**src/tetc_defines.vh**
```
// Constants for the trap and wait control block: offsets, fields, reset values.
// Assumes a 32-bit hart with M, S and U privilege and a 20 MHz core clock.
`ifndef TETC_DEFINES_VH
`define TETC_DEFINES_VH
// ----------------------------------------------------------------
// Privilege encodings
// ----------------------------------------------------------------
`define TETC_PRV_U        2'h0
`define TETC_PRV_S        2'h1
`define TETC_PRV_M        2'h3
// ----------------------------------------------------------------
// Register offsets (byte addresses)
// ----------------------------------------------------------------
`define TETC_OFF_STVEC    8'h00
`define TETC_OFF_SEPC     8'h04
`define TETC_OFF_SCAUSE   8'h08
`define TETC_OFF_STVAL    8'h0c
`define TETC_OFF_SSTATUS  8'h10
`define TETC_OFF_MEDELEG  8'h14
`define TETC_OFF_MSTATUS  8'h18
`define TETC_OFF_STATE    8'h1c
// ----------------------------------------------------------------
// Field positions
// ----------------------------------------------------------------
`define TETC_SIE_BIT      1
`define TETC_SPIE_BIT     5
`define TETC_MIE_BIT      3
// ----------------------------------------------------------------
// Reset values
// ----------------------------------------------------------------
`define TETC_RST_SSTATUS  32'h00000020
`define TETC_RST_WORD     32'h00000000
`define TETC_RST_PRV      2'h3
`endif

```
**src/tetc_trap_ctl.v**
```verilog
// Trap decision, supervisor trap entry/return and low-power wake control of one hart.
// Assumes exception, interrupt and wait requests come from core logic on clk; the
// interrupt arbiter presents its winner with mode, level and priority already packed.
`timescale 1ns/1ps
`include "tetc_defines.vh"

// Functional notes
// RULE1 - A winning machine interrupt may pre-empt a running supervisor handler.
// RULE2 - A supervisor interrupt never pre-empts a machine interrupt handler.
// RULE3 - In machine mode a pending supervisor interrupt is not taken.
// RULE4 - Exceptions go to supervisor only from user, or supervisor with delegation set.
// RULE5 - Exceptions raised in machine mode always stay in machine mode.
// RULE6 - Exceptions are never masked; each is taken in machine or supervisor. The code ignores exceptions while sleep_r is set.
// RULE7 - Among same-target exceptions the smallest code is taken first.
// RULE8 - Simultaneous supervisor and machine targeted exceptions: machine wins.
// RULE9 - Supervisor exception entry jumps to stvec and writes the cause.
// RULE10 - Supervisor exception entry saves faulting pc and fault value.
// RULE11 - Supervisor entry copies enable into previous enable, then clears enable.
// RULE12 - Supervisor return resumes at the saved exception pc.
// RULE13 - Supervisor return restores enable from previous, then sets previous.
// RULE14 - Software avoids nesting supervisor exceptions inside a supervisor handler.
// RULE15 - Machine traps and NMI leave supervisor trap registers untouched.
// RULE16 - User wait: any winning interrupt wakes and traps, ignoring enables.
// RULE17 - Supervisor wait: supervisor interrupt traps or resumes per enable; machine always traps.
// RULE18 - Machine wait excludes supervisor interrupts, so hart keeps sleeping.
// RULE19 - Machine wait: machine interrupt wakes, traps or resumes per machine enable.
// RULE20 - NMI or debug request wakes the hart from any wait.
// RULE21 - Wait with event select sleeps until event, NMI or debug only.
// RULE22 - Arbitration ranks by mode, then level, then priority, largest wins.
// RULE23 - Exceptions without fault value write zero into the fault value register.
module tetc_trap_ctl (
  clk,
  sys_rst,
  wb_cyc_i,
  wb_stb_i,
  wb_we_i,
  wb_adr_i,
  wb_sel_i,
  wb_dat_i,
  wb_dat_o,
  wb_ack_o,
  cur_pc,
  exc_vec,
  exc_tval,
  exc_tval_vld,
  sret_req,
  mret_req,
  mret_prv,
  irq_vld,
  irq_key,
  irq_id,
  irq_active_m,
  nmi_req,
  dbg_req,
  wfi_req,
  wfe_sel,
  event_req,
  trap_take,
  trap_to_s,
  trap_cause,
  trap_is_irq,
  pc_redir,
  pc_target,
  sleeping,
  wake,
  prv_mode
);
  input  wire        clk;
  input  wire        sys_rst;
  input  wire        wb_cyc_i;
  input  wire        wb_stb_i;
  input  wire        wb_we_i;
  input  wire [7:0]  wb_adr_i;
  input  wire [3:0]  wb_sel_i;
  input  wire [31:0] wb_dat_i;
  output reg  [31:0] wb_dat_o;
  output reg         wb_ack_o;
  input  wire [31:0] cur_pc;
  input  wire [15:0] exc_vec;
  input  wire [31:0] exc_tval;
  input  wire        exc_tval_vld;
  input  wire        sret_req;
  input  wire        mret_req;
  input  wire [1:0]  mret_prv;
  input  wire [15:0] irq_vld;
  input  wire [15:0] irq_key;
  input  wire [7:0]  irq_id;
  input  wire        irq_active_m;
  input  wire        nmi_req;
  input  wire        dbg_req;
  input  wire        wfi_req;
  input  wire        wfe_sel;
  input  wire        event_req;
  output reg         trap_take;
  output reg         trap_to_s;
  output reg  [31:0] trap_cause;
  output reg         trap_is_irq;
  output reg         pc_redir;
  output reg  [31:0] pc_target;
  output reg         sleeping;
  output reg         wake;
  output reg  [1:0]  prv_mode;

  // ----------------------------------------------------------------
  // Functions
  // ----------------------------------------------------------------
  // Lowest set index of a pending vector
  function [4:0] lowest_code;
    input [15:0] v;
    integer k;
    begin
      lowest_code = 5'h10;
      for (k = 15; k >= 0; k = k - 1) begin
        if (v[k]) begin
          lowest_code = k[4:0];
        end
      end
    end
  endfunction

  // Byte-lane merge for Wishbone writes
  function [31:0] merge;
    input [31:0] old_v;
    input [31:0] new_v;
    input [3:0]  sel;
    integer k;
    begin
      merge = old_v;
      for (k = 0; k < 4; k = k + 1) begin
        if (sel[k]) begin
          merge[k*8 +: 8] = new_v[k*8 +: 8];
        end
      end
    end
  endfunction

  // ----------------------------------------------------------------
  // State
  // ----------------------------------------------------------------
  reg [31:0] stvec_r;
  reg [31:0] sepc_r;
  reg [31:0] scause_r;
  reg [31:0] stval_r;
  reg [31:0] sstatus_r;
  reg [31:0] medeleg_r;
  reg [31:0] mstatus_r;
  reg [1:0]  prv_r;
  reg        sleep_r;
  reg        sleep_wfe_r;
  reg [1:0]  sleep_prv_r;
  reg        s_active_r;

  // ----------------------------------------------------------------
  // Interrupt arbitration
  // ----------------------------------------------------------------
  // Key is {mode, level, priority}; mode in the top two bits
  reg  [15:0] win_key;
  reg         win_vld;
  integer     i;
  always @* begin
    win_key = 16'h0000;
    win_vld = 1'b0;
    for (i = 0; i < 16; i = i + 1) begin
      // Unsigned compare of the packed key gives mode over level over priority
      if (irq_vld[i] && (!win_vld || irq_key > win_key)) begin // [RULE22]
        win_key = irq_key;
        win_vld = 1'b1;
      end
    end
  end

  wire irq_m = win_vld && (win_key[15:14] == `TETC_PRV_M);
  // Supervisor interrupts drop out entirely in machine mode
  wire irq_s = win_vld && (win_key[15:14] == `TETC_PRV_S) && (prv_r != `TETC_PRV_M)
               && !irq_active_m; // [RULE2] [RULE3] [RULE18]
  wire sie   = sstatus_r[`TETC_SIE_BIT];
  wire mie   = mstatus_r[`TETC_MIE_BIT];

  // ----------------------------------------------------------------
  // Exception target and priority
  // ----------------------------------------------------------------
  // Machine mode ignores delegation; user mode delegates everything
  wire [15:0] exc_s = (prv_r == `TETC_PRV_M) ? 16'h0000 :
                      (prv_r == `TETC_PRV_U) ? exc_vec :
                      (exc_vec & medeleg_r[15:0]); // [RULE4] [RULE5]
  wire [15:0] exc_m = exc_vec & ~exc_s;
  wire        exc_any = |exc_vec; // [RULE6]
  wire        exc_go_m = |exc_m; // [RULE8]
  wire [4:0]  exc_code = exc_go_m ? lowest_code(exc_m) : lowest_code(exc_s); // [RULE7]

  // ----------------------------------------------------------------
  // Wake and take decision
  // ----------------------------------------------------------------
  reg wake_c;
  reg take_irq_m;
  reg take_irq_s;
  always @* begin
    wake_c = 1'b0;
    take_irq_m = 1'b0;
    take_irq_s = 1'b0;
    if (sleep_r) begin
      if (nmi_req || dbg_req) begin
        wake_c = 1'b1; // [RULE20]
      end
      if (sleep_wfe_r) begin
        wake_c = wake_c | event_req; // [RULE21]
      end else begin
        case (sleep_prv_r)
          `TETC_PRV_U: begin
            wake_c = wake_c | irq_m | irq_s;
            take_irq_m = irq_m; // [RULE16]
            take_irq_s = irq_s && !irq_m;
          end
          `TETC_PRV_S: begin
            wake_c = wake_c | irq_m | irq_s;
            take_irq_m = irq_m; // [RULE17]
            take_irq_s = irq_s && !irq_m && sie;
          end
          default: begin
            wake_c = wake_c | irq_m; // [RULE18] [RULE19]
            take_irq_m = irq_m && mie;
          end
        endcase
      end
    end else begin
      // Machine interrupts may pre-empt a supervisor handler
      take_irq_m = irq_m && (mie || prv_r != `TETC_PRV_M); // [RULE1]
      take_irq_s = irq_s && !irq_m && (sie || prv_r == `TETC_PRV_U);
    end
  end

  wire go_exc_s = !sleep_r && exc_any && !exc_go_m && !nmi_req;
  wire go_m     = (!sleep_r && (exc_go_m || nmi_req)) || take_irq_m;
  wire go_irq_s = take_irq_s && !go_m && !(exc_any && !sleep_r);
  // A machine trap in the same cycle owns the entry, so no supervisor flags may leak out
  wire go_s     = (go_exc_s || go_irq_s) && !go_m;

  // ----------------------------------------------------------------
  // Wishbone slave
  // ----------------------------------------------------------------
  wire wb_req = wb_cyc_i && wb_stb_i && !wb_ack_o;
  wire wb_wr  = wb_req && wb_we_i;
  reg  [31:0] rd_c;
  always @* begin
    case (wb_adr_i)
      `TETC_OFF_STVEC:   rd_c = stvec_r;
      `TETC_OFF_SEPC:    rd_c = sepc_r;
      `TETC_OFF_SCAUSE:  rd_c = scause_r;
      `TETC_OFF_STVAL:   rd_c = stval_r;
      `TETC_OFF_SSTATUS: rd_c = sstatus_r;
      `TETC_OFF_MEDELEG: rd_c = medeleg_r;
      `TETC_OFF_MSTATUS: rd_c = mstatus_r;
      `TETC_OFF_STATE:   rd_c = {27'h0000000, s_active_r, sleep_wfe_r, sleep_r, prv_r};
      default:           rd_c = 32'h00000000;
    endcase
  end

  // ----------------------------------------------------------------
  // Sequential
  // ----------------------------------------------------------------
  always @(posedge clk) begin
    if (sys_rst) begin
      stvec_r     <= `TETC_RST_WORD;
      sepc_r      <= `TETC_RST_WORD;
      scause_r    <= `TETC_RST_WORD;
      stval_r     <= `TETC_RST_WORD;
      sstatus_r   <= `TETC_RST_SSTATUS;
      medeleg_r   <= `TETC_RST_WORD;
      mstatus_r   <= `TETC_RST_WORD;
      prv_r       <= `TETC_RST_PRV;
      sleep_r     <= 1'b0;
      sleep_wfe_r <= 1'b0;
      sleep_prv_r <= `TETC_RST_PRV;
      s_active_r  <= 1'b0;
      wb_ack_o    <= 1'b0;
      wb_dat_o    <= 32'h00000000;
      trap_take   <= 1'b0;
      trap_to_s   <= 1'b0;
      trap_cause  <= 32'h00000000;
      trap_is_irq <= 1'b0;
      pc_redir    <= 1'b0;
      pc_target   <= 32'h00000000;
      wake        <= 1'b0;
    end else begin
      wb_ack_o    <= wb_req;
      wb_dat_o    <= wb_req ? rd_c : 32'h00000000;
      trap_take   <= go_m || go_s;
      trap_to_s   <= go_s;
      trap_is_irq <= go_irq_s || (take_irq_m && !(exc_any && !sleep_r) && !nmi_req);
      pc_redir    <= go_s || (sret_req && !go_m);
      wake        <= wake_c;
      if (wb_wr) begin
        case (wb_adr_i)
          `TETC_OFF_STVEC:   stvec_r   <= merge(stvec_r, wb_dat_i, wb_sel_i);
          `TETC_OFF_SEPC:    sepc_r    <= merge(sepc_r, wb_dat_i, wb_sel_i);
          `TETC_OFF_SCAUSE:  scause_r  <= merge(scause_r, wb_dat_i, wb_sel_i);
          `TETC_OFF_STVAL:   stval_r   <= merge(stval_r, wb_dat_i, wb_sel_i);
          `TETC_OFF_SSTATUS: sstatus_r <= merge(sstatus_r, wb_dat_i, wb_sel_i);
          `TETC_OFF_MEDELEG: medeleg_r <= merge(medeleg_r, wb_dat_i, wb_sel_i);
          `TETC_OFF_MSTATUS: mstatus_r <= merge(mstatus_r, wb_dat_i, wb_sel_i);
          default: begin
          end
        endcase
      end
      // Hardware updates come after software writes so a trap in the same cycle wins
      if (wake_c) begin
        sleep_r <= 1'b0;
      end else if (wfi_req && !sleep_r && !go_m && !go_s) begin
        sleep_r     <= 1'b1;
        sleep_wfe_r <= wfe_sel; // [RULE21]
        sleep_prv_r <= prv_r;
      end
      if (go_m) begin
        // Supervisor trap registers deliberately left alone
        prv_r      <= `TETC_PRV_M; // [RULE15]
        trap_cause <= nmi_req ? 32'h00000000 : take_irq_m && !exc_any ? {24'h000000, irq_id}
                      : {27'h0000000, exc_code};
      end else if (go_s) begin
        pc_target  <= stvec_r; // [RULE9]
        scause_r   <= go_irq_s ? {1'b1, 23'h000000, irq_id} : {27'h0000000, exc_code}; // [RULE9]
        trap_cause <= go_irq_s ? {1'b1, 23'h000000, irq_id} : {27'h0000000, exc_code};
        sepc_r     <= cur_pc; // [RULE10]
        // Nested supervisor exception here is software's fault and is not guarded
        stval_r    <= (go_exc_s && exc_tval_vld) ? exc_tval : 32'h00000000; // [RULE10] [RULE23] [RULE14]
        sstatus_r[`TETC_SPIE_BIT] <= sie; // [RULE11]
        sstatus_r[`TETC_SIE_BIT]  <= 1'b0; // [RULE11]
        prv_r      <= `TETC_PRV_S;
        s_active_r <= 1'b1;
      end else if (sret_req) begin
        pc_target  <= sepc_r; // [RULE12]
        sstatus_r[`TETC_SIE_BIT]  <= sstatus_r[`TETC_SPIE_BIT]; // [RULE13]
        sstatus_r[`TETC_SPIE_BIT] <= 1'b1; // [RULE13]
        prv_r      <= `TETC_PRV_U;
        s_active_r <= 1'b0;
      end else if (mret_req) begin
        prv_r <= mret_prv;
      end
    end
  end

  // ----------------------------------------------------------------
  // Outputs
  // ----------------------------------------------------------------
  always @* begin
    sleeping = sleep_r;
    prv_mode = prv_r;
  end
endmodule // tetc_trap_ctl

```
**config.mk**
```make
export PLATFORM = sky130hd
export DESIGN_NAME = tetc_trap_ctl
export DESIGN_NICKNAME = d
export VERILOG_FILES = /design/src/tetc_trap_ctl.v
export VERILOG_INCLUDE_DIRS = /design/src
export SDC_FILE = /design/constraint.sdc
export NUM_CORES = 1
export LEC_CHECK = 0
export ABC_AREA = 0
export ABC_CLOCK_PERIOD_IN_PS = 3200
export BUFFER_PORTS_ARGS = -buffer_cell sky130_fd_sc_hd__buf_2
export CORE_AREA = 4 4 242 244
export CTS_CLUSTER_DIAMETER = 50
export CTS_CLUSTER_SIZE = 10
export DETAILED_ROUTE_END_ITERATION = 7
export DIE_AREA = 0 0 246 248
export SLEW_MARGIN = 15
export SYNTH_ARGS = -nofsm -noshare
export SYNTH_HDL_FRONTEND = slang
export SYNTH_SLANG_ARGS = --single-unit
```
**constraint.sdc**
```tcl
create_clock -name clk -period 3.2 [get_ports clk]
set_clock_uncertainty 0.2 [all_clocks]
set_input_delay 0 -clock clk [delete_from_list [all_inputs] [get_ports clk]]
set_output_delay 0 -clock clk [all_outputs]
set_load 0.01 [all_outputs]
```
# Word level (Yosys, flattened, before mapping)
# Index checks and enable logic that the tools add are counted.
op_classes:
  n_reduce_logical: 123
  eq_ne: 12
  mux: 125
  magnitude_cmp: 15
  n_bitwise: 9
op_table:
  columns: ["cell", "n"]
  rows:
  - ["$mux W32", 18]
  - ["$mux W16", 18]
  - ["$pmux W32 S8", 1]
  - ["$gt A16 B16 Y1", 15]
  - ["$mux W5", 33]
  - ["$mux W8", 14]
  - ["$reduce_and A3 Y1", 16]
  - ["$logic_and A1 B1 Y1", 42]
  - ["$mux W1", 34]
  - ["$and A16 B16 Y16", 2]
  - ["$eq A8 B5 Y1 const B", 4]
  - ["$reduce_or A16 Y1", 2]
  - ["$logic_not A1 Y1", 25]
  - ["$logic_or A1 B1 Y1", 24]
  - ["$mux W6", 3]
  - ["$eq A8 B4 Y1 const B", 2]
  - ["$not A16 Y16", 1]
  - ["$eq A8 B3 Y1 const B", 1]
  - ["$logic_not A8 Y1", 1]
  - ["$reduce_or A2 Y1", 4]
  - ["$mux W2", 3]
  - ["$reduce_bool A2 Y1", 3]
  - ["$eq A2 B1 Y1 const B", 2]
  - ["$eq A2 B2 Y1 const B", 2]
  - ["other kinds (8)", 14]
word_totals:
  out_inout_bits: 105
  input_bits: 180
  word_cells: 319
  regBits: 333

# Longest topological paths before layout
# Gate-level depths: netlist (run 1).
depth:
  ltp_word: 77
  ltp_mapped: 11

# Least setup slack after synthesis (run 1)
# OpenSTA, ideal clock, no wires.
synth_timing:
  kind: "flip-flop to flip-flop"
  from: "reg prv_r[0] (netlist: prv_mode[0])"
  to: "reg trap_cause[1]"
  path_buffers: 2
  stages_incl_launch_ff: 11
  required_ps: 2872
  slack_ps: 111
  arrival_ps: 2762
  synth_period_minus_slack_ps: 3089
  setup_time_ps: 128
  cell_sequence: "dfxtp_1 or2_1 o21a_1 or4b_4 nor4_4 a31oi_1 buf_2 and2_1 clkbuf_1 a222oi_1 nor2_1"
synth_via:
  elab_chain_len: 25
synth_rtl:
  columns: ["item", "line", "source"]
  rows:
  - ["start: declaration", "tetc_trap_ctl.v:147", "reg [1:0] prv_r;"]
  - ["start signal: assignment", "tetc_trap_ctl.v:270", "prv_r <= `TETC_RST_PRV;"]
  - ["start signal: assignment", "tetc_trap_ctl.v:315", "prv_r <= `TETC_PRV_M;"]
  - ["start signal: assignment", "tetc_trap_ctl.v:327", "prv_r <= `TETC_PRV_S;"]
  - ["$logic_not A2 Y1 (no line)", null, null]
  - ["$mux W16", "tetc_trap_ctl.v:184", "(prv_r == `TETC_PRV_U) ? exc_vec :"]
  - ["$mux W16", "tetc_trap_ctl.v:183", "wire [15:0] exc_s = (prv_r == `TETC_PRV_M) ? 16'h0000 :"]
  - ["$not A16 Y16", "tetc_trap_ctl.v:186", "wire [15:0] exc_m = exc_vec & ~exc_s;"]
  - ["$and A16 B16 Y16", "tetc_trap_ctl.v:186", null]
  - ["$mux W5 (16 in a row)", "tetc_trap_ctl.v:114", "if (v[k]) begin"]
  - ["$mux W5", "tetc_trap_ctl.v:189", "wire [4:0] exc_code = exc_go_m ? lowest_code(exc_m) : lowest_code(exc_s);"]
  - ["$mux W32 / $mux W8 (equally long branches)", "tetc_trap_ctl.v:321, tetc_trap_ctl.v:316", null]
  - ["$mux W32 / $mux W8 (equally long branches)", "tetc_trap_ctl.v:318, tetc_trap_ctl.v:316", null]
  - ["$mux W32", "tetc_trap_ctl.v:313", "if (go_m) begin"]
  - ["end signal: assignment", "tetc_trap_ctl.v:316", "trap_cause <= nmi_req ? 32'h00000000 : take_irq_m && !exc_any ? {24'h000000, irq_id}"]
  - ["end signal: assignment", "tetc_trap_ctl.v:321", "trap_cause <= go_irq_s ? {1'b1, 23'h000000, irq_id} : {27'h0000000, exc_code};"]
  - ["end: declaration", "tetc_trap_ctl.v:96", "output reg [31:0] trap_cause;"]
# Several ways; a longest one is shown, not always the timed one. The select of a mux whose other input is x is not followed.
# A chain may end at the register's enable or synchronous reset.

# Worst setup path in the final report (run 1)
layout_timing:
  from: "reg prv_r[1] (netlist: prv_mode[1])"
  to: "reg pc_target[18]"
layout_via:
  elab_chain_len: 16
layout_rtl:
  columns: ["item", "line", "source"]
  rows:
  - ["$logic_not A2 Y1 (no line)", null, null]
  - ["$mux W16", "tetc_trap_ctl.v:184", null]
  - ["$mux W16", "tetc_trap_ctl.v:183", null]
  - ["$not A16 Y16", "tetc_trap_ctl.v:186", null]
  - ["$and A16 B16 Y16", "tetc_trap_ctl.v:186", null]
  - ["$reduce_or A16 Y1", "tetc_trap_ctl.v:188", "wire exc_go_m = |exc_m;"]
  - ["$logic_or A1 B1 Y1", "tetc_trap_ctl.v:233", "wire go_m = (!sleep_r && (exc_go_m || nmi_req)) || take_irq_m;"]
  - ["$logic_and A1 B1 Y1", "tetc_trap_ctl.v:233", null]
  - ["$logic_or A1 B1 Y1", "tetc_trap_ctl.v:233", null]
  - ["$logic_not A1 Y1", "tetc_trap_ctl.v:234, tetc_trap_ctl.v:236", null]
  - ["$logic_and A1 B1 Y1 (2 in a row)", "tetc_trap_ctl.v:234", "wire go_irq_s = take_irq_s && !go_m && !(exc_any && !sleep_r);"]
  - ["$logic_or A1 B1 Y1", "tetc_trap_ctl.v:236", "wire go_s = (go_exc_s || go_irq_s) && !go_m;"]
  - ["$logic_and A1 B1 Y1", "tetc_trap_ctl.v:236", null]
  - ["$reduce_bool A2 Y1 (no line)", null, null]
  - ["$reduce_and A2 Y1 (no line)", null, null]
  - ["end signal: assignment", "tetc_trap_ctl.v:319", "pc_target <= stvec_r;"]
  - ["end signal: assignment", "tetc_trap_ctl.v:330", "pc_target <= sepc_r;"]
  - ["end: declaration", "tetc_trap_ctl.v:99", "output reg [31:0] pc_target;"]
# Several ways; a longest one is shown, not always the timed one.

==> PnR_summary.wiki, run 1 <==
{| class="wikitable"
! Metric !! Value
|-
| Initial cell density of the core || 24.8%
|-
| Number of global-route vias before repair || 14500
|-
| Final WS setup || 0.116 ns
|-
| Post-route design area || 0.0208 mm2
|-
| Count of final hold-check violations || 0
|-
| Half-perimeter wire length of the detailed placement result || 42.4 mm
|-
| Filler Cell Count || 5787
|-
| Maximum root-to-sink buffer count || 3
|-
| Avg Synthesized Cell Area || 9.06 um2
|-
| CP Class || reg -> reg
|-
| Number of vias in the routed layout || 14500
|-
| Placed Cells || 2555
|-
| RR Startpoint || prv_mode[1]$_SDFFE_PP1P_
|-
| Iteration-0 DRC Markers || 1567
|-
| Total standard cell area after synthesis || 0.0139 mm2
|-
| Reg2Reg Setup Slack || 0.12 ns
|-
| Hold crit path type || in -> reg
|-
| Leakage power figure || 7.50 nW
|-
| Worst Hold End || sepc_r[30]$_SDFF_PP0_
|-
| Cell Area, Placed || 0.0167 mm2
|-
| Final cell count without fillers || 2878
|-
| WHS || 0.0125 ns
|-
| Launch instance of the worst min-delay path || cur_pc[30]
|-
| Via density per instance || 5.04
|-
| Power density relative to cell area || 460 mW/mm2
|-
| Number of detailed-route iterations in the first pass || 6
|-
| Die height || 248 um
|-
| Setup crit start kind || flip-flop
|-
| Detail Route Antenna Nets || 0
|-
| Worst-margin pin slew || 0.708 ns
|-
| Post-placement worst setup slack || 0.0726 ns
|-
| Number of synthesized flops with an enable pin || 0
|-
| Worst Setup End Kind || flip-flop
|-
| Cell variety after synth || 66
|-
| Worst slew margin relative to its limit || 52.8%
|-
| Area used by multi-input combinational logic || 0.00731 mm2
|-
| Maximum clock frequency || 0.324 GHz
|-
| Final setup vio count || 0
|-
| Num rows || 87
|-
| Combined flip-flop and latch cell area || 0.00621 mm2
|-
| Post-Route WL || 62.3 mm
|-
| RD Place Congestion || 0.856
|-
| Minimum clock period after layout || 3.08 ns
|-
| Count of state elements after synthesis || 310
|-
| Fraction of synthesis flops using an asynchronous set or reset pin || 0%
|-
| Cell count after synthesis || 1539
|-
| Die area || 0.0610 mm2
|-
| DR WL/cell || 21.6 um
|-
| Total Nets Final || 2274
|-
| TritonCTS clock tree || yes
|-
| Area growth from synthesis to layout || 48.8%
|-
| Number of cells traversed by the worst register-to-register path || 14
|-
| Peak VDD IR || 0.338 mV
|-
| Placeable core region || 0.0563 mm2
|-
| Clock latency on the worst-skew pair || 0.59 ns
|-
| Clock slew seen by the registers of the worst setup and hold paths || 0.05 ns
|-
| Synthesis warning total || 0
|-
| Number of max-slew violations in the final report || 0
|-
| Dominant synthesized flop cell || sky130_fd_sc_hd__dfxtp_1
|-
| Ports placed on the boundary || 285
|-
| Status || completed
|-
| Clock sink count || 310
|-
| Initial antenna violation count || 5
|-
| Level count of the clock H-tree || 2
|-
| Share of synthesized area occupied by flip-flops and latches || 44.5%
|-
| Worst endpoint data arrival time || 3.36 ns
|-
| Largest driver fanout on the critical path || 18
|-
| Post-detailed-route DRC marker count || 0
|-
| Global-route wire length before repair || 90.0 mm
|-
| Fraction of the core area covered by cells at the end of the flow || 36.9%
|-
| Number of clock buffers inserted by TritonCTS || 47
|-
| Width of the chip || 246 um
|-
| Instance count along the most critical hold path || 4
|-
| Total Routing Usage GR || 19.1%
|-
| Layout cells sized above 1 || 22.0%
|-
| Pin count of the biggest net entering global routing || 147
|-
| Number of port buffers || 247
|-
| Capturing point of the worst reg2reg path || pc_target[18]$_SDFFE_PP0P_
|-
| GRT overflow || 0
|-
| Max-cap check violation count || 0
|-
| Clock root cell || sky130_fd_sc_hd__clkbuf_16
|-
| Fraction of the cycle the final worst path needs || 96.4%
|-
| Crit path required time || 3.47 ns
|}
[worst max path at each step]
stage / cells past startpoint / to / slack, ns / startpoint
2_1_floorplan: 10 / trap_cause[1]$_SDFFE_PP0P_ / 0.11 / prv_mode[0]$_SDFFE_PP1P_
3_3_place_gp: 9 / scause_r[3]$_SDFF_PP0_ / 0.07 / prv_mode[1]$_SDFFE_PP1P_
3_5_place_dp: 10 / sepc_r[2]$_SDFF_PP0_ / 0.07 / prv_mode[1]$_SDFFE_PP1P_
4_1_cts: 10 / sepc_r[8]$_SDFF_PP0_ / 0.04 / prv_mode[1]$_SDFFE_PP1P_
5_1_grt: 14 / pc_target[0]$_SDFFE_PP0P_ / -0.01 / prv_mode[1]$_SDFFE_PP1P_
6_report: 14 / pc_target[18]$_SDFFE_PP0P_ / 0.12 / prv_mode[1]$_SDFFE_PP1P_
[registers in the layout, summed over array words and instances, names as in the netlist, 2 cells and up]
register and cells:
prv_mode 2, scause_r 32, sstatus_r 32, mstatus_r 32, sleep_prv_r 2, wb_dat_o 32
medeleg_r 32, stval_r 32, pc_target 32, sepc_r 32, trap_cause 9, stvec_r 32
[worst max-delay path, cell delays in order (launching register included)]
cell	delay, ns
sky130_fd_sc_hd__dfxtp_1	0.33
sky130_fd_sc_hd__or2_1	0.26
sky130_fd_sc_hd__buf_4	0.20
sky130_fd_sc_hd__o21ai_0	0.11
sky130_fd_sc_hd__o2111ai_1	0.27
sky130_fd_sc_hd__nor4_4	0.31
sky130_fd_sc_hd__buf_4	0.18
sky130_fd_sc_hd__buf_4	0.15
sky130_fd_sc_hd__a21oi_2	0.10
sky130_fd_sc_hd__buf_12	0.15
sky130_fd_sc_hd__a21oi_4	0.13
sky130_fd_sc_hd__buf_12	0.15
sky130_fd_sc_hd__buf_12	0.15
sky130_fd_sc_hd__nor2_1	0.05
sky130_fd_sc_hd__a211oi_1	0.20
[logic make-up (layout without fill, tap and decap cells)]
| group | count (synthesis) | after routing | synth area share, % |
|---|---|---|---|
| DFF | 310 | 310 | 44.5 |
| adders and majority gates | 2 | 2 | 0.144 |
| buffers and inverters | 132 | 691 | 4.40 |
| other | 1 | 25 | 0.0269 |
| AOI/OAI and AO/OA | 424 | 424 | 21.2 |
| muxes | 205 | 205 | 14.7 |
| and+or+nand+nor | 465 | 465 | 15.0 |
[cells in the final DEF (no fill, tap or decap), drive strengths merged, types with 4 or more instances in the layout]
| cell type | count |
|---|---|
| buf | 360 |
| dfxtp | 310 |
| dlygate4sd3 | 238 |
| nor2 | 231 |
| mux2i | 203 |
| nand2 | 116 |
| o21ai | 95 |
| a22oi | 78 |
| clkbuf | 58 |
| a21oi | 47 |
| o2bb2ai | 36 |
| a211oi | 34 |
| a31oi | 34 |
| nand3b | 31 |
| a222oi | 29 |
| conb | 23 |
| inv | 20 |
| nor2b | 19 |
| o22ai | 14 |
| nor3 | 12 |
| nand2b | 11 |
| nand3 | 10 |
| a221oi | 9 |
| nand4 | 7 |
| a22o | 7 |
| clkinvlp | 6 |
| and2 | 6 |
| o21a | 5 |
| or2 | 5 |
| nor4 | 5 |
| clkinv | 5 |
| or3 | 4 |
| or4 | 4 |
| bufinv | 4 |
[per-stage QoR]
stage | setup TNS (ns) | total power [W]
after floorplan | 0 | 0.00411
after global placement | 0 | 0.00434
after detailed placement | 0 | 0.00435
after CTS | 0 | 0.00965
after global routing | -0.0185 | 0.00987
final | 0 | 0.00955
[Yosys cell counts, drive strengths merged (11+ instances only)]
cell type	number	area share, %
a21oi	47	1.8
o22ai	14	0.63
nor3	12	0.47
o21ai	95	3.4
inv	14	0.38
nand2	116	3.1
a31oi	34	1.5
nand2b	11	0.49
o2bb2ai	36	2.3
nor2	231	6.2
a22oi	78	4.2
dfxtp	310	44
nand3b	31	1.7
nor2b	19	0.85
mux2i	203	15
clkbuf	76	2.1
a211oi	34	1.8
buf	42	2.0
a222oi	29	2.1
[report_power, final]
part / switching, W / leakage (nW) / internal (W) / total (W)
Clock: 0.00194 / 0.730 / 0.00314 / 0.00508
Combinational: 0.000312 / 4.28 / 0.000292 / 0.000604
Sequential: 0.00000118 / 2.50 / 0.00387 / 0.00387
[cell type report]
cell class,count,area share [%]
Inverter,14,0.253
Tap cell,756,4.56
Timing Repair Buffer,602,22.7
Clock buffer,54,6.09
Sequential cell,310,29.9
Multi-Input combinational cell,1119,35.2
Antenna cell,2,0.0241
Clock inverter,21,1.26
[routing by layer]
layer,wire (um),track usage [%],vias up
met5,34,0,-
met2,30000,32.9,668
li1,-,-,6732
met3,5350,4.80,108
met4,1340,4.31,6
met1,25500,24.2,6999
[repair_timing]
item | in CTS | in global routing
setup buffers | 0 | 3
hold buffers | 238 | 0
endpoints found under the hold margin | 278 | 0
endpoints found under the setup margin | 0 | 112
resized for setup | 0 | 15
Power figures use the tool's default switching activity.
==> run 2, diff against run 1 <==
--- a/config.mk
+++ b/config.mk
@@ -8,12 +8,12 @@
 export LEC_CHECK = 0
 export ABC_AREA = 0
 export ABC_CLOCK_PERIOD_IN_PS = 3200
-export BUFFER_PORTS_ARGS = -buffer_cell sky130_fd_sc_hd__buf_2
 export CORE_AREA = 4 4 242 244
 export CTS_CLUSTER_DIAMETER = 50
 export CTS_CLUSTER_SIZE = 10
 export DETAILED_ROUTE_END_ITERATION = 7
 export DIE_AREA = 0 0 246 248
+export DONT_BUFFER_PORTS = 1
 export SLEW_MARGIN = 15
 export SYNTH_ARGS = -nofsm -noshare
 export SYNTH_HDL_FRONTEND = slang
==> PnR_summary.wiki, run 2 (synthesis gave the netlist of run 1 again) <==
{| class="wikitable"
! Metric !! Value
|-
| Status || completed (unchanged)
|-
| Crit path required time || 3.52 ns (was 3.47 ns)
|-
| Num rows || 87 (unchanged)
|-
| Fraction of the core area covered by cells at the end of the flow || 37.7% (was 36.9%)
|-
| CP Class || reg -> reg (unchanged)
|-
| Total power after layout || 0.00979 W (was 0.00955 W)
|-
| Hold crit path type || in -> reg (unchanged)
|-
| Final setup vio count || 0 (unchanged)
|-
| Sum of negative setup slack || 0 ns (unchanged)
|-
| RD Place Congestion || 0.923 (was 0.856)
|-
| Worst Setup End Kind || flip-flop (unchanged)
|-
| Number of global-route vias before repair || 15000 (was 14500)
|-
| Switching power as a share of total power || 24.4% (was 23.6%)
|-
| Reported net switching power || 0.00239 W (was 0.00225 W)
|-
| Leakage power figure || 7.41 nW (was 7.50 nW)
|-
| TritonCTS clock tree || yes (unchanged)
|-
| Via density per instance || 5.20 (was 5.04)
|-
| Ports placed on the boundary || 285 (unchanged)
|-
| Post-detailed-route DRC marker count || 0 (unchanged)
|-
| Fraction of the cycle the final worst path needs || 97.3% (was 96.4%)
|-
| Clock slew seen by the registers of the worst setup and hold paths || 0.05 ns (about the same)
|-
| Most frequent cells in the layout || 388 x sky130_fd_sc_hd__dlygate4sd3_1, 310 x sky130_fd_sc_hd__dfxtp_1, 229 x sky130_fd_sc_hd__nor2_1 (was 310 x sky130_fd_sc_hd__dfxtp_1, 246 x sky130_fd_sc_hd__buf_2, 238 x sky130_fd_sc_hd__dlygate4sd3_1)
|-
| Level count of the clock H-tree || 2 (unchanged)
|-
| Global-route wire length before repair || 92.5 mm (was 90.0 mm)
|-
| Maximum root-to-sink buffer count || 3 (unchanged)
|-
| Power density relative to cell area || 462 mW/mm2 (was 460 mW/mm2)
|-
| GRT overflow || 0 (unchanged)
|-
| Initial cell density of the core || 24.8% (unchanged)
|-
| Area growth from synthesis to layout || 52.0% (was 48.8%)
|-
| Clock sink count || 310 (unchanged)
|-
| Total Routing Usage GR || 19.8% (was 19.1%)
|-
| Maximum clock frequency || 0.321 GHz (was 0.324 GHz)
|-
| Clock root cell || sky130_fd_sc_hd__clkbuf_16 (unchanged)
|-
| DR WL/cell || 22.7 um (was 21.6 um)
|-
| Number of max-slew violations in the final report || 0 (unchanged)
|-
| Die height || 248 um (unchanged)
|-
| Number of detailed-route iterations in the first pass || 6 (unchanged)
|-
| Count of final hold-check violations || 0 (unchanged)
|-
| Part of the total power dissipated in the clock network || 55.1% (was 53.2%)
|-
| Final cell count without fillers || 2797 (was 2878)
|-
| Placeable core region || 0.0563 mm2 (unchanged)
|-
| Combinational cell fraction of total power || 5.4% (was 6.3%)
|-
| Number of clock buffers inserted by TritonCTS || 51 (was 47)
|-
| Most frequent standard cell in the layout excluding fill and tap cells || sky130_fd_sc_hd__dlygate4sd3_1 (was sky130_fd_sc_hd__dfxtp_1)
|-
| Detail Route Antenna Nets || 0 (unchanged)
|-
| Setup crit start kind || flip-flop (unchanged)
|-
| Pin count of the biggest net entering global routing || 175 (was 147)
|-
| Largest driver fanout on the critical path || 27 (was 18)
|-
| Clock latency on the worst-skew pair || 0.61 ns (was 0.59 ns)
|-
| Worst slew margin relative to its limit || 46.4% (was 52.8%)
|-
| Width of the chip || 246 um (unchanged)
|-
| Half-perimeter wire length of the detailed placement result || 41.8 mm (was 42.4 mm)
|-
| Number of port buffers || 0 (was 247)
|-
| Unrepaired setup endpoints after global routing || true
|-
| Sequential power share || 39.5% (was 40.5%)
|-
| Max-cap check violation count || 0 (unchanged)
|-
| Worst-margin pin slew || 0.804 ns (was 0.708 ns)
|-
| WHS || 0.0115 ns (was 0.0125 ns)
|-
| Peak VDD IR || 0.361 mV (was 0.338 mV)
|-
| Worst endpoint data arrival time || 3.44 ns (was 3.36 ns)
|-
| Die area || 0.0610 mm2 (unchanged)
|-
| Placed Cells || 2314 (was 2555)
|-
| Minimum clock period after layout || 3.11 ns (was 3.08 ns)
|-
| Iteration-0 DRC Markers || 1581 (was 1567)
|-
| Internal cell power || 0.00740 W (was 0.00730 W)
|-
| Total Nets Final || 2185 (was 2274)
|-
| Filler Cell Count || 5536 (was 5787)
|-
| Number of vias in the routed layout || 14500 (about the same)
|-
| Initial antenna violation count || 4 (was 5)
|-
| Layout cells sized above 1 || 11.5% (was 22.0%)
|-
| Post-Route WL || 63.6 mm (was 62.3 mm)
|}
run 2: final timing paths:
path / from / to / slack (ns) / cells after the start
hold / removal: exc_vec[15] / trap_cause[0]$_SDFFE_PP0P_ / 0.01 / 8
setup reg to reg: prv_mode[1]$_SDFFE_PP1P_ / stval_r[15]$_SDFF_PP0_ / 0.09 / 11
hold reg to reg: sleep_prv_r[0]$_SDFFE_PP1P_ / sleep_prv_r[0]$_SDFFE_PP1P_ / 0.29 / 2
setup / recovery: prv_mode[1]$_SDFFE_PP1P_ / stval_r[15]$_SDFF_PP0_ / 0.09 / 11
run 2: repair_timing:
| item | 4_1_cts | 5_1_grt |
|---|---|---|
| endpoints found under the setup margin | 0 | 102 |
| setup buffers | 0 | 2 |
| endpoints found under the hold margin | 310 | 1 |
| hold buffers | 389 | 1 |
| resized for setup | 0 | 15 |
run 2: power by group through the flow:
stage | combinational [W] | sequential (W) | clock [W]
final | 0.000528 | 0.00387 | 0.00539
after detailed placement | 0.000155 | 0.00395 | 0
after CTS | 0.000499 | 0.00387 | 0.00548
after global placement | 0.000154 | 0.00395 | 0
after floorplan | 0.000164 | 0.00395 | 0
after global routing | 0.000560 | 0.00386 | 0.00566
run 2: area by class of cell:
type | count | area, um2 | area share, %
clock inverters | 26 | 305 | 1.44
repair buffers | 509 | 5010 | 23.6
multi-input cells | 1119 | 7320 | 34.5
flip-flops and latches | 310 | 6210 | 29.3
well taps | 756 | 946 | 4.46
inverters | 14 | 52.6 | 0.248
clock buffers | 58 | 1340 | 6.34
diodes | 5 | 12.5 | 0.0590
run 2: per-layer routing:
| metal | GRT usage (%) | vias to the layer above | routed length [um] |
|---|---|---|---|
| li1 | - | 6589 | - |
| met1 | 24.2 | 7114 | 25200 |
| met2 | 33.6 | 690 | 30100 |
| met3 | 5.80 | 149 | 6390 |
| met4 | 6.11 | 4 | 1920 |
| met5 | 0 | - | 21 |
run 2: stage by stage:
step	area, um2	setup WS, ns
floorplan	14000	0.111
global placement	15500	0.141
detailed placement	15500	0.116
CTS	21000	0.0888
global route	21200	-0.0300
finish	21200	0.0870
run 2: worst max-delay path: stages (launching register included):
cell and delay, ns:
sky130_fd_sc_hd__dfxtp_1 0.34, sky130_fd_sc_hd__buf_12 0.16, sky130_fd_sc_hd__and2_1 0.28, sky130_fd_sc_hd__o21ai_0 0.20, sky130_fd_sc_hd__o2111ai_2 0.28, sky130_fd_sc_hd__nor4_4 0.43, sky130_fd_sc_hd__buf_4 0.20, sky130_fd_sc_hd__a21oi_2 0.09
sky130_fd_sc_hd__nor2_1 0.16, sky130_fd_sc_hd__and4_2 0.32, sky130_fd_sc_hd__buf_12 0.23, sky130_fd_sc_hd__o2bb2ai_1 0.14
==> run 3, diff against run 2 <==
--- a/config.mk
+++ b/config.mk
@@ -10,10 +10,11 @@
 export ABC_CLOCK_PERIOD_IN_PS = 3200
 export CORE_AREA = 4 4 242 244
 export CTS_CLUSTER_DIAMETER = 50
-export CTS_CLUSTER_SIZE = 10
+export CTS_CLUSTER_SIZE = 20
 export DETAILED_ROUTE_END_ITERATION = 7
 export DIE_AREA = 0 0 246 248
 export DONT_BUFFER_PORTS = 1
+export REMOVE_ABC_BUFFERS = 1
 export SLEW_MARGIN = 15
 export SYNTH_ARGS = -nofsm -noshare
 export SYNTH_HDL_FRONTEND = slang
==> PnR_summary.wiki, run 3 (synthesis gave the netlist of run 1 again) <==
{| class="wikitable"
! Metric !! Value
|-
| Pin count of the biggest net entering global routing || 148 (was 175)
|-
| Number of global-route vias before repair || 15100 (was 15000)
|-
| Post-Route WL || 64.2 mm (was 63.6 mm)
|-
| Minimum clock period after layout || 3.13 ns (was 3.11 ns)
|-
| Max-cap check violation count || 0 (unchanged)
|-
| Most frequent standard cell in the layout excluding fill and tap cells || sky130_fd_sc_hd__dlygate4sd3_1 (unchanged)
|-
| Filler Cell Count || 5582 (was 5536)
|-
| Total number of cells along the worst setup path || 7 (was 11)
|-
| Final setup vio count || 0 (unchanged)
|-
| Number of max-slew violations in the final report || 0 (unchanged)
|-
| Reported net switching power || 0.00241 W (was 0.00239 W)
|-
| CP Class || in -> reg (was reg -> reg)
|-
| Number of cells traversed by the worst register-to-register path || 9 (was 11)
|-
| Combinational cell fraction of total power || 5.4% (about the same)
|-
| Clock sink count || 310 (unchanged)
|-
| Sequence of cells on the critical path || dlygate4sd3_1 -> buf_16 -> inv_1 -> dlygate4sd3_1 -> nand2_4 -> buf_12 -> o21ai_0 (was buf_12 -> and2_1 -> o21ai_0 -> o2111ai_2 -> nor4_4 -> buf_4 -> a21oi_2 -> nor2_1 -> and4_2 -> buf_12 -> o2bb2ai_1)
|-
| Initial antenna violation count || 2 (was 4)
|-
| Most frequent cells in the layout || 423 x sky130_fd_sc_hd__dlygate4sd3_1, 310 x sky130_fd_sc_hd__dfxtp_1, 226 x sky130_fd_sc_hd__nor2_1 (was 388 x sky130_fd_sc_hd__dlygate4sd3_1, 310 x sky130_fd_sc_hd__dfxtp_1, 229 x sky130_fd_sc_hd__nor2_1)
|-
| DR WL/cell || 22.9 um (was 22.7 um)
|-
| Worst slew margin relative to its limit || 51.0% (was 46.4%)
|-
| Number of buffer and inverter stages on the critical path || 5 (was 3)
|-
| Reg2Reg Setup Slack || 0.08 ns (was 0.09 ns)
|-
| Post-placement worst setup slack || 0.0335 ns (was 0.116 ns)
|-
| Global-route wire length before repair || 93.5 mm (was 92.5 mm)
|-
| Die height || 248 um (unchanged)
|-
| Clock root cell || sky130_fd_sc_hd__clkbuf_16 (unchanged)
|-
| Ports placed on the boundary || 285 (unchanged)
|-
| Status || completed (unchanged)
|-
| Worst Setup End Kind || flip-flop (unchanged)
|-
| Part of the total power dissipated in the clock network || 54.1% (was 55.1%)
|-
| Level count of the clock H-tree || 2 (unchanged)
|-
| Power density relative to cell area || 446 mW/mm2 (was 462 mW/mm2)
|-
| Num rows || 87 (unchanged)
|-
| Setup crit end || sepc_r[31]$_SDFF_PP0_ (was stval_r[15]$_SDFF_PP0_)
|-
| Area used by multi-input combinational logic || 0.00735 mm2 (was 0.00732 mm2)
|-
| Placed Cells || 2297 (was 2314)
|-
| Number of clock buffers inserted by TritonCTS || 41 (was 51)
|-
| Hold crit path type || in -> reg (unchanged)
|-
| Number of port buffers || 0 (unchanged)
|-
| Critical Path Start || sys_rst (was prv_mode[1]$_SDFFE_PP1P_)
|-
| TritonCTS clock tree || yes (unchanged)
|-
| Layout cells sized above 1 || 10.8% (was 11.5%)
|-
| Count of final hold-check violations || 0 (unchanged)
|-
| Number of vias in the routed layout || 14700 (was 14500)
|-
| Iteration-0 DRC Markers || 1460 (was 1581)
|-
| Total Routing Usage GR || 20.1% (was 19.8%)
|-
| Post-detailed-route DRC marker count || 0 (unchanged)
|-
| Clock slew seen by the registers of the worst setup and hold paths || 0.06 ns (was 0.05 ns)
|-
| Delay of the slowest critical-path stage || 0.93 ns (was 0.43 ns)
|-
| Combined flip-flop and latch cell area || 0.00621 mm2 (unchanged)
|-
| Clock latency on the worst-skew pair || 0.57 ns (was 0.61 ns)
|-
| Switching power as a share of total power || 25.3% (was 24.4%)
|-
| Capturing point of the worst reg2reg path || pc_target[16]$_SDFFE_PP0P_ (was stval_r[15]$_SDFF_PP0_)
|-
| Area growth from synthesis to layout || 53.1% (was 52.0%)
|-
| Fraction of the cycle the final worst path needs || 97.7% (was 97.3%)
|-
| Worst-margin pin slew || 0.735 ns (was 0.804 ns)
|-
| Internal cell power || 0.00712 W (was 0.00740 W)
|-
| Via density per instance || 5.25 (was 5.20)
|-
| GRT overflow || 0 (unchanged)
|-
| Setup crit start kind || input pin (was flip-flop)
|-
| Largest driver fanout on the critical path || 147 (was 27)
|-
| Half-perimeter wire length of the detailed placement result || 40.4 mm (was 41.8 mm)
|-
| Width of the chip || 246 um (unchanged)
|-
| RR Startpoint || prv_mode[0]$_SDFFE_PP1P_ (was prv_mode[1]$_SDFFE_PP1P_)
|-
| Total Nets Final || 2193 (was 2185)
|-
| Crit path required time || 3.42 ns (was 3.52 ns)
|-
| Maximum root-to-sink buffer count || 3 (unchanged)
|-
| Final cell count without fillers || 2804 (was 2797)
|-
| Most common cell type on the critical path || sky130_fd_sc_hd__dlygate4sd3_1 (was sky130_fd_sc_hd__buf_12)
|-
| Detail Route Antenna Nets || 0 (unchanged)
|-
| Number of detailed-route iterations in the first pass || 8 (was 6)
|-
| Worst endpoint data arrival time || 3.35 ns (was 3.44 ns)
|-
| RD Place Congestion || 0.853 (was 0.923)
|-
| Slowest stage cell, crit path || sky130_fd_sc_hd__dlygate4sd3_1 (was sky130_fd_sc_hd__nor4_4)
|-
| Die area || 0.0610 mm2 (unchanged)
|-
| Peak VDD IR || 0.421 mV (was 0.361 mV)
|-
| Maximum clock frequency || 0.320 GHz (was 0.321 GHz)
|-
| Initial cell density of the core || 24.8% (unchanged)
|-
| Placeable core region || 0.0563 mm2 (unchanged)
|-
| Leakage power figure || 7.49 nW (was 7.41 nW)
|-
| Cell class contributing the biggest share of worst-path delay || buffers and inverters (was simple AND/OR/NAND/NOR gates)
|-
| Final WS setup || 0.0730 ns (was 0.0870 ns)
|-
| Sequential power share || 40.6% (was 39.5%)
|}
==> run 3: cell count changes in the layout (fill, tap and decap cells not counted), moves of 4 or more <==
cell | previous run | this run
sky130_fd_sc_hd__buf_12 | 9 | 13
sky130_fd_sc_hd__buf_4 | 105 | 85
sky130_fd_sc_hd__clkbuf_1 | 4 | 0
sky130_fd_sc_hd__clkbuf_16 | 54 | 44
sky130_fd_sc_hd__clkinv_8 | 0 | 6
sky130_fd_sc_hd__clkinvlp_4 | 6 | 1
sky130_fd_sc_hd__dlygate4sd3_1 | 388 | 423
sky130_fd_sc_hd__inv_6 | 11 | 6
sky130_fd_sc_hd__inv_8 | 0 | 5
==> run 3: metal layers <==
layer / part of all wire [%] / track usage [%] / wire length [um] / vias to the layer above
met5: 0.022 / 0 / 14 / -
met4: 2.9 / 6.99 / 1860 / 2
met1: 42 / 26.3 / 27100 / 7198
li1: - / - / - / 6602
met3: 9.6 / 4.96 / 6190 / 133
met2: 45 / 32.4 / 29000 / 778
==> run 3: final cells by class <==
cell class                 count  area share (%)
clock buffer                  44            5.10
tap                          756            4.43
timing repair buffer         527            24.6
sequential                   310            29.1
antenna                        2          0.0234
clock inverter                32            2.11
multi-input combinational   1119            34.4
inverter                      14           0.246
==> run 3: worst min-delay path by stage <==
stage | startpoint | cells past startpoint | end
after detailed placement | cur_pc[22] | 2 | sepc_r[22]$_SDFF_PP0_
final | irq_id[1] | 3 | trap_cause[1]$_SDFFE_PP0P_
after global routing | wfi_req | 3 | sleeping$_SDFFE_PP0P_
after floorplan | sys_rst | 1 | s_active_r$_SDFFE_PP0P_
after CTS | wfi_req | 3 | sleeping$_SDFFE_PP0P_
after global placement | sys_rst | 1 | sleep_wfe_r$_SDFFE_PP0P_
==> run 3: power groups by stage <==
| stage | combinational (W) | clock, W | sequential, W |
|---|---|---|---|
| floorplan | 0.000101 | 0 | 0.00395 |
| global placement | 0.000153 | 0 | 0.00395 |
| global route | 0.000541 | 0.00539 | 0.00386 |
| detailed placement | 0.000152 | 0 | 0.00395 |
| CTS | 0.000496 | 0.00522 | 0.00386 |
| finish | 0.000510 | 0.00515 | 0.00386 |
==> run 3: worst reg2reg max path: stages (launching register included) <==
cell and delay, ns:
sky130_fd_sc_hd__dfxtp_1 0.35, sky130_fd_sc_hd__or2_1 0.28, sky130_fd_sc_hd__o21a_1 0.13, sky130_fd_sc_hd__or4b_4 0.56
sky130_fd_sc_hd__or4_1 0.64, sky130_fd_sc_hd__nor2_2 0.19, sky130_fd_sc_hd__o22ai_1 0.15, sky130_fd_sc_hd__buf_4 0.21
sky130_fd_sc_hd__mux2i_1 0.13, sky130_fd_sc_hd__a211oi_1 0.22
==> run 3: per-stage QoR <==
step / utilization [%] / hold WS [ns] / setup TNS, ns / total power, W / area (um2)
2_1_floorplan: - / -0.131 / -367.14 / 0.00405 / 13500
3_3_place_gp: 27.3 / -0.0950 / 0 / 0.00410 / 15400
3_5_place_dp: 27.3 / -0.0840 / 0 / 0.00410 / 15400
4_1_cts: 37.7 / 0.000769 / 0 / 0.00958 / 21200
5_1_grt: 37.9 / 0.0394 / -0.0150 / 0.00979 / 21300
6_report: 37.9 / 0.0314 / 0 / 0.00952 / 21400
==> run 3: repair_timing <==
| action | 4_1_cts | 5_1_grt |
|---|---|---|
| hold buffers | 423 | 2 |
| hold endpoints to repair | 310 | 1 |
| resized for setup | 0 | 24 |
| setup buffers | 0 | 2 |
| endpoints found under the setup margin | 0 | 153 |
